### config.mk
export PLATFORM = sky130hd
export DESIGN_NAME = icc_top
export DESIGN_NICKNAME = d
export VERILOG_FILES = /design/src/core/icc_pkg.sv /design/src/core/icc_top.sv
export SDC_FILE = /design/constraint.sdc
export NUM_CORES = 1
export LEC_CHECK = 0
export BUFFER_PORTS_ARGS = -buffer_cell sky130_fd_sc_hd__buf_2
export CELL_PAD_IN_SITES_DETAIL_PLACEMENT = 1
export CELL_PAD_IN_SITES_GLOBAL_PLACEMENT = 1
export CORE_ASPECT_RATIO = 0.5
export CORE_MARGIN = 1.5
export CORE_UTILIZATION = 45
export DETAILED_ROUTE_END_ITERATION = 7
export PLACE_DENSITY_LB_ADDON = 0.1
export RECOVER_POWER = 50
export SETUP_SLACK_MARGIN = 0.15
export SLEW_MARGIN = 20
export SYNTH_ARGS = -nofsm -noshare
export SYNTH_HDL_FRONTEND = slang
export SYNTH_SLANG_ARGS = --single-unit
export TNS_END_PERCENT = 5
### constraint.sdc
create_clock -name sys_clk -period 4.6 [get_ports sys_clk]
set_input_delay 0.46 -clock sys_clk [delete_from_list [all_inputs] [get_ports sys_clk]]
set_output_delay 0.46 -clock sys_clk [all_outputs]
set_load 0.02 [all_outputs]
### src/core/icc_pkg.sv
`default_nettype none
package icc_pkg;
   // register indices; byte address is four times the index
   localparam logic [9:0] IDX_LINE_INTERVAL = 10'h007;
   localparam logic [9:0] IDX_WIN_BEGIN = 10'h008;
   localparam logic [9:0] IDX_WIN_FINISH = 10'h009;
   localparam logic [9:0] IDX_MODE_FIRST = 10'h010;
   localparam logic [9:0] IDX_MODE_SECOND = 10'h011;
   localparam logic [9:0] IDX_SAMPLING = 10'h012;
   localparam logic [9:0] IDX_LEVEL = 10'h013;
   localparam logic [9:0] IDX_CLAMP_END = 10'h014;
   localparam logic [9:0] IDX_STATUS = 10'h015;
   localparam logic [9:0] IDX_WIN_ENABLE = 10'h18f;
   // field positions
   localparam int WIN_ENABLE_BIT = 1;
   localparam int AUTO_DIS_BIT = 4;
   localparam int DAC_SEL_LSB = 8;
   localparam int ST_WIN_BIT = 0;
   localparam int ST_ERR_LSB = 1;
   localparam int ST_PIN_BIT = 5;
   // mode and level codes
   localparam logic [1:0] MODE_PIXEL = 2'h0;
   localparam logic [1:0] MODE_LINE = 2'h1;
   localparam logic [1:0] MODE_UNCL_INT = 2'h2;
   localparam logic [1:0] MODE_UNCL_EXT = 2'h3;
   localparam logic [1:0] LEVEL_EXT_PIN = 2'h2;
   // reset values
   localparam logic [15:0] LINE_INTERVAL_COUNT_RST = 16'h0fff;
   localparam logic [15:0] WIN_BEGIN_RST = 16'h0000;
   localparam logic [15:0] WIN_FINISH_RST = 16'h0000;
   localparam logic [7:0] MODE_RST = 8'h00;
   localparam logic [7:0] LEVEL_RST = 8'h00;
   localparam logic [1:0] DAC_SEL_RST = 2'h0;
   localparam logic [7:0] CLAMP_END_RST = 8'h04;
endpackage : icc_pkg
`default_nettype wire

### src/core/icc_top.sv
// The address-and-strobe port was decided locally.
`default_nettype none
module icc_top
   import icc_pkg::*;
(
   input wire logic sys_clk,
   input wire logic rstn,
   input wire logic [11:0] reg_addr,
   input wire logic [15:0] reg_wdata,
   input wire logic reg_wr,
   input wire logic reg_rd,
   output logic [15:0] reg_rdata,
   input wire logic ref_sample_a,
   input wire logic ref_sample_b,
   input wire logic clamp_reference_pin_in,
   output logic clamp_reference_pin_out,
   output logic clamp_reference_pin_oe,
   output logic [1:0] ref_dac_voltage_select,
   output logic [7:0] clamp_level_select,
   output logic [3:0] clamp_switch,
   output logic [3:0] sh_internal_black_ref_enable,
   output logic [3:0] channel_ground_ref_select,
   output logic clamp_pulse_group_a,
   output logic clamp_pulse_group_b,
   output logic line_cycle_pulse,
   output logic line_clamp_window
);

   typedef struct packed {
      logic [15:0] line_interval_count;
      logic [15:0] win_begin;
      logic [15:0] win_finish;
      logic [7:0] mode;
      logic win_en;
      logic [3:0] samp;
      logic auto_dis;
      logic [1:0] dac;
      logic [7:0] lvl;
      logic [15:0] cend;
      logic [15:0] line_cnt;
      logic ls;
      logic [15:0] pix_cnt;
      logic win;
      logic [1:0] shp_d;
      logic [15:0] hi_cnt;
      logic [15:0] wid;
      logic [15:0] age;
      logic [1:0] clp;
      logic [3:0] sw;
      logic [3:0] err;
      logic pin_oe;
      logic [2:0] pin_s;
      logic pin;
      logic [15:0] rdata;
   } icc_state_t;

   icc_state_t r;
   icc_state_t n;

   logic [9:0] idx;
   logic hit;
   logic [1:0] shp;
   logic [7:0] limit;
   logic [7:0] half;
   logic [1:0] md;
   logic grp;

   assign idx = reg_addr[11:2];
   assign hit = reg_addr[1:0] == 2'h0;
   assign shp = {ref_sample_b, ref_sample_a};

   always_comb begin
      n = r;
      limit = 8'h00;
      half = 8'h00;
      md = 2'h0;
      grp = 1'b0;
      // register writes
      if (reg_wr && hit) begin
         unique case (idx)
            IDX_LINE_INTERVAL: n.line_interval_count = reg_wdata;
            IDX_WIN_BEGIN: n.win_begin = reg_wdata;
            IDX_WIN_FINISH: n.win_finish = reg_wdata;
            IDX_MODE_FIRST: n.mode[3:0] = reg_wdata[3:0];
            IDX_MODE_SECOND: n.mode[7:4] = reg_wdata[3:0];
            IDX_SAMPLING: begin
               n.samp = reg_wdata[3:0];
               n.auto_dis = reg_wdata[AUTO_DIS_BIT];
               n.dac = reg_wdata[DAC_SEL_LSB +: 2];
            end
            IDX_LEVEL: n.lvl = reg_wdata[7:0];
            IDX_CLAMP_END: n.cend = reg_wdata;
            IDX_WIN_ENABLE: n.win_en = reg_wdata[WIN_ENABLE_BIT];
            default: ;
         endcase
      end
      // register reads, data valid the cycle after the strobe
      n.rdata = 16'h0000;
      if (reg_rd && hit) begin
         unique case (idx)
            IDX_LINE_INTERVAL: n.rdata = r.line_interval_count;
            IDX_WIN_BEGIN: n.rdata = r.win_begin;
            IDX_WIN_FINISH: n.rdata = r.win_finish;
            IDX_MODE_FIRST: n.rdata = {12'h000, r.mode[3:0]};
            IDX_MODE_SECOND: n.rdata = {12'h000, r.mode[7:4]};
            IDX_SAMPLING: n.rdata = {6'h00, r.dac, 3'h0, r.auto_dis, r.samp};
            IDX_LEVEL: n.rdata = {8'h00, r.lvl};
            IDX_CLAMP_END: n.rdata = r.cend;
            IDX_STATUS: n.rdata = {10'h000, r.pin, r.err, r.win};
            IDX_WIN_ENABLE: n.rdata = {14'h0000, r.win_en, 1'b0};
            default: n.rdata = 16'h0000;
         endcase
      end
      // internal line cycle: one-cycle pulse every line_interval_count+1 clocks
      if (r.line_cnt >= r.line_interval_count) begin
         n.line_cnt = 16'h0000;
         n.ls = 1'b1;
      end else begin
         n.line_cnt = r.line_cnt + 16'h0001;
         n.ls = 1'b0;
      end
      // pixel count restarts at the pulse falling edge; saturates on long lines
      if (r.ls) begin
         n.pix_cnt = 16'h0000;
      end else if (r.pix_cnt != 16'hffff) begin
         n.pix_cnt = r.pix_cnt + 16'h0001;
      end
      // window forced high until software enables it
      if (!n.win_en) begin
         n.win = 1'b1;
      end else begin
         n.win = (n.pix_cnt >= n.win_begin) && (n.pix_cnt < n.win_finish);
      end
      // per-group clamp pulse generation
      n.shp_d = shp;
      for (int g = 0; g < 2; g++) begin
         if (shp[g] && !r.shp_d[g]) begin
            n.hi_cnt[8*g +: 8] = 8'h01;
         end else if (shp[g] && r.hi_cnt[8*g +: 8] != 8'hff) begin
            n.hi_cnt[8*g +: 8] = r.hi_cnt[8*g +: 8] + 8'h01;
         end
         // width of the last complete sample pulse
         if (!shp[g] && r.shp_d[g]) begin
            n.wid[8*g +: 8] = r.hi_cnt[8*g +: 8];
         end
         half = {1'b0, r.wid[8*g+1 +: 7]};
         if (half == 8'h00) begin
            half = 8'h01;
         end
         limit = r.auto_dis ? r.cend[8*g +: 8] : half;
         if (shp[g] && !r.shp_d[g]) begin
            n.clp[g] = 1'b1;
            n.age[8*g +: 8] = 8'h01;
         end else if (r.clp[g]) begin
            if (r.age[8*g +: 8] >= limit) begin
               n.clp[g] = 1'b0;
            end else begin
               n.age[8*g +: 8] = r.age[8*g +: 8] + 8'h01;
            end
         end
      end
      // per-channel switch control; channel pairs share a group
      for (int c = 0; c < 4; c++) begin
         md = n.mode[2*c +: 2];
         grp = c[1];
         n.err[c] = ((md == MODE_LINE) && n.samp[c])
            || ((md[1]) && !n.samp[c]);
         unique case (md)
            MODE_PIXEL: n.sw[c] = n.win ? n.shp_d[grp] : n.clp[grp];
            // line clamp on sample-hold would droop badly, so it stays open
            MODE_LINE: n.sw[c] = !n.samp[c] && n.win && n.shp_d[grp];
            default: n.sw[c] = 1'b0;
         endcase
      end
      // reference pin: sensed when any channel selects it, else driven low
      n.pin_oe = 1'b1;
      for (int c = 0; c < 4; c++) begin
         if (n.lvl[2*c +: 2] == LEVEL_EXT_PIN) begin
            n.pin_oe = 1'b0;
         end
      end
      n.pin_s = {r.pin_s[1:0], clamp_reference_pin_in};
      if (r.pin_s[1] == r.pin_s[2]) begin
         n.pin = r.pin_s[2];
      end
   end

   always_ff @(posedge sys_clk or negedge rstn) begin
      if (!rstn) begin
         r <= '0;
         r.line_interval_count <= LINE_INTERVAL_COUNT_RST;
         r.win_begin <= WIN_BEGIN_RST;
         r.win_finish <= WIN_FINISH_RST;
         r.mode <= MODE_RST;
         r.lvl <= LEVEL_RST;
         r.dac <= DAC_SEL_RST;
         r.cend <= {CLAMP_END_RST, CLAMP_END_RST};
         r.win <= 1'b1;
         r.pin_oe <= 1'b1;
      end else begin
         r <= n;
      end
   end

   assign reg_rdata = r.rdata;
   assign clamp_switch = r.sw;
   assign clamp_pulse_group_a = r.clp[0];
   assign clamp_pulse_group_b = r.clp[1];
   assign line_cycle_pulse = r.ls;
   assign line_clamp_window = r.win;
   assign ref_dac_voltage_select = r.dac;
   assign clamp_level_select = r.lvl;
   assign clamp_reference_pin_out = 1'b0;
   assign clamp_reference_pin_oe = r.pin_oe;
   // static decode of the mode registers
   always_comb begin
      for (int c = 0; c < 4; c++) begin
         sh_internal_black_ref_enable[c] = r.mode[2*c +: 2] == MODE_UNCL_INT;
         channel_ground_ref_select[c] = r.mode[2*c +: 2] == MODE_UNCL_EXT;
      end
   end
endmodule : icc_top
`default_nettype wire

==> flow_summary.json <==
{
  "status": "complete, but fails checks",
  "violations": "capacitance limit, slew limit",
  "end_kind": "flip-flop",
  "max_cap_violations": 1,
  "tightest_slew_ns": 3.92,
  "p_per_area_nw_per_um2": 362,
  "detail-route-antenna-nets": 0,
  "async_reset_ff_share_pct": 100,
  "syn_avg_cell_area_um2": 10.7,
  "start_kind": "primary input",
  "met2_length_um": 13900,
  "clock_latency_ns": 0.52,
  "seq_area_frac_synth_pct": 46.8,
  "hpwlAfterDp_um": 22100,
  "grt_pass1_wl_um": 48400,
  "vias": 7977,
  "synth-edff-count": 0,
  "synth_compound_area_share_pct": 10.5,
  "wl_met3_um": 1520,
  "die_h_um": 113,
  "grt_overflow": 0,
  "hold_path.class": "primary input to flip-flop",
  "synth-main-ff-cell": "dfrtp_1",
  "gp_congestion": 0.895,
  "wl_per_cell_um": 21.6,
  "post-route-min-period_ns": 4.09,
  "synth.net_count": 1115,
  "cts_made_buffers": 21,
  "synth_xor_xnor_area_share_pct": 3.24,
  "finClkSkew_ns": 0.00722,
  "h-tree-depth": 1,
  "drv_slew": 86,
  "path_class": "primary input to flip-flop",
  "leakagePower_nw": 5.98,
  "dr.max_layer_used": "met4",
  "finalNetCount": 1173,
  "antenna_found_initial": 2,
  "synth.distinct_cells": 67,
  "arrival_ns": 4.53,
  "rows": 39,
  "ys_seq_elements": 201,
  "rsz0062_at_grt": "no",
  "cts_setup_buffers": 0,
  "grtUsageTotal_pct": 24.9,
  "required_ns": 5.03,
  "fmax_mhz": 244,
  "fin_crit_sh_pct": 89.0,
  "wl_met1_um": 14200,
  "drive_gt1_share_pct": 19.8,
  "clk_pin_slew_worst_paths_ns": 0.06,
  "synth.area.mux_share_pct": 12.5,
  "cts-root-buf": "clkbuf_16",
  "slew_headroom_pct": -161,
  "routed_wl_um": 30000,
  "hold_ws_ns": 0.0510,
  "drtIter0Drc": 445,
  "synthesis.area_um2": 10800,
  "yosys.area_share.adder_pct": 8.09,
  "irDropWorstVdd_v": 0.000231,
  "clkSinkCount": 201,
  "synth_warnings": 0,
  "setup_viol": 0,
  "syn2layout_area_growth_pct": 12.4,
  "cts_buffer_depth": 3,
  "drt-vias-per-instance": 5.73,
  "hold_violations": 0,
  "ios": 79,
  "die_w_um": 222,
  "place.port_buffers": 77,
  "synthSimpleGateAreaFrac_pct": 13.1,
  "initial_core_util_pct": 46.6,
  "crit_fanout": 18,
  "core_um2": 23200,
  "dr.pass1.iters": 7,
  "cts_tree": "built",
  "finalSetupTns_ns": 0,
  "p_total_w": 0.00439,
  "die_area_um2": 25000,
  "post-route-util_pct": 52.4,
  "drc_errors": 0,
  "grt_pass1_vias": 8596,
  "ctsHoldBuffers": 0,
  "synth_top_family_by_area": "simple AND/OR/NAND/NOR gates",
  "syn_inst": 1011,
  "grt_max_degree": 117
}
kinds of logic after synthesis:
| group | Yosys count |
|---|---|
| other | 1 |
| XOR/XNOR | 40 |
| AND/OR/NAND/NOR | 275 |
| flip-flops | 201 |
| buffers and inverters | 132 |
| adder cells (fa/ha/maj) | 70 |
| multiplexers | 122 |
| AO/OA/AOI/OAI | 170 |
report_power, final:
part	switching (W)	leakage [nW]	internal (W)	total (W)
registers	0.0000978	2.69	0.00186	0.00196
logic	0.000346	2.94	0.000227	0.000573
clock network	0.000736	0.355	0.00112	0.00186
routing by layer:
| metal | vias up | track usage, % |
|---|---|---|
| li1 | 3714 | - |
| met1 | 4084 | 35.1 |
| met2 | 142 | 40.6 |
| met3 | 37 | 4.66 |
| met4 | 0 | 4.29 |
| met5 | - | 0 |
metrics by stage:
stage / cell area, µm² / cells / setup WS (ns)
4_1_cts: 12100 / 1391 / 0.416
2_1_floorplan: 10800 / 1011 / 0.655
5_1_grt: 12100 / 1392 / 0.301
6_report: 12100 / 1392 / 0.508
3_3_place_gp: 11400 / 1353 / 0.501
3_5_place_dp: 11400 / 1353 / 0.294
state kept, by name, indices dropped and copies added (netlist names):
register and cells:
n 2, clamp_reference_pin_oe 1, reg_rdata 16, line_clamp_window 1
clamp_level_select 8, clamp_pulse_group_a 1, ref_dac_voltage_select 2, r 164
clamp_pulse_group_b 1, line_cycle_pulse 1, clamp_switch 4
what timing repair did:
item,in CTS,in global routing
gates resized for setup,0,1
setup endpoints to repair,0,2
endpoints found under the hold margin,0,0
layout make-up:
cell class / instances / area [µm²]
repair buffers: 93 / 519
clock buffers: 29 / 586
multi-input cells: 678 / 5160
fillers: 2504 / 11000
well taps: 307 / 384
diodes: 1 / 2.50
clock inverters: 9 / 154
inverters: 74 / 278
flip-flops and latches: 201 / 5050
worst max-delay path, cell delays in order:
cell,delay [ns]
buf_2,0.10
nor3b_2,0.14
buf_4,0.17
nand4_2,0.06
clkbuf_1,1.01
mux2i_1,0.34
ha_1,0.41
a211oi_1,0.26
o21ai_0,0.13
o2111a_1,0.15
a2111oi_0,0.41
o221ai_1,0.26
nand2_1,0.34
mux2i_1,0.25
cells in the final DEF, fill, tap and decap left out, types with 5 or more instances in the layout:
cell type / instances
clkbuf_1: 8
and3_1: 12
a211oi_1: 7
nand2b_1: 16
buf_4: 14
clkbuf_16: 21
nor2_1: 66
a21oi_1: 44
buf_2: 74
o21a_1: 5
a221oi_1: 5
o211ai_1: 10
inv_1: 74
or4_1: 5
a22oi_1: 7
a222oi_1: 12
nand2_1: 61
nor3_1: 18
a21o_1: 11
a31oi_1: 8
dfstp_2: 16
xnor2_1: 15
ha_1: 69
xor2_1: 25
dfrtp_1: 185
nor4_1: 11
nand3_1: 33
mux2i_1: 61
mux2_2: 56
o21ai_0: 32
or3_1: 6
nand4_1: 12
nor2b_1: 7
final timing paths:
path / start / end / slack [ns] / cells after the start
min reg2reg: n[18]$_DFF_PN0_ / n[19]$_DFF_PN0_ / 0.35 / 0
min: clamp_reference_pin_in / n[18]$_DFF_PN0_ / 0.05 / 1
max reg2reg: r[82]$_DFF_PN0_ / clamp_switch[0]$_DFF_PN0_ / 0.56 / 16
max in group asynchronous: rstn / r[185]$_DFF_PN0_ / 0.96 / 1
max: reg_wr / clamp_switch[0]$_DFF_PN0_ / 0.51 / 14
min in group asynchronous: rstn / r[101]$_DFF_PN0_ / 1.43 / 1
synthesized netlist by cell type, types with 12 or more instances:
master | count | share of area, %
o21ai_0 | 32 | 1.5
nor4_1 | 12 | 0.69
nand2_1 | 61 | 2.1
clkbuf_1 | 22 | 0.76
dfstp_2 | 16 | 3.9
dfrtp_1 | 185 | 43
a222oi_1 | 12 | 1.1
xor2_1 | 25 | 2.0
a21oi_1 | 44 | 2.0
nor3_1 | 20 | 0.93
ha_1 | 69 | 8.0
nand3_1 | 33 | 1.5
nand4_1 | 12 | 0.69
mux2_2 | 56 | 5.8
and3_1 | 12 | 0.69
buf_4 | 31 | 2.2
inv_1 | 74 | 2.6
nand2b_1 | 16 | 0.93
nor2_1 | 66 | 2.3
xnor2_1 | 15 | 1.2
mux2i_1 | 61 | 5.7
No activity file was read; power rests on OpenSTA's default activity.
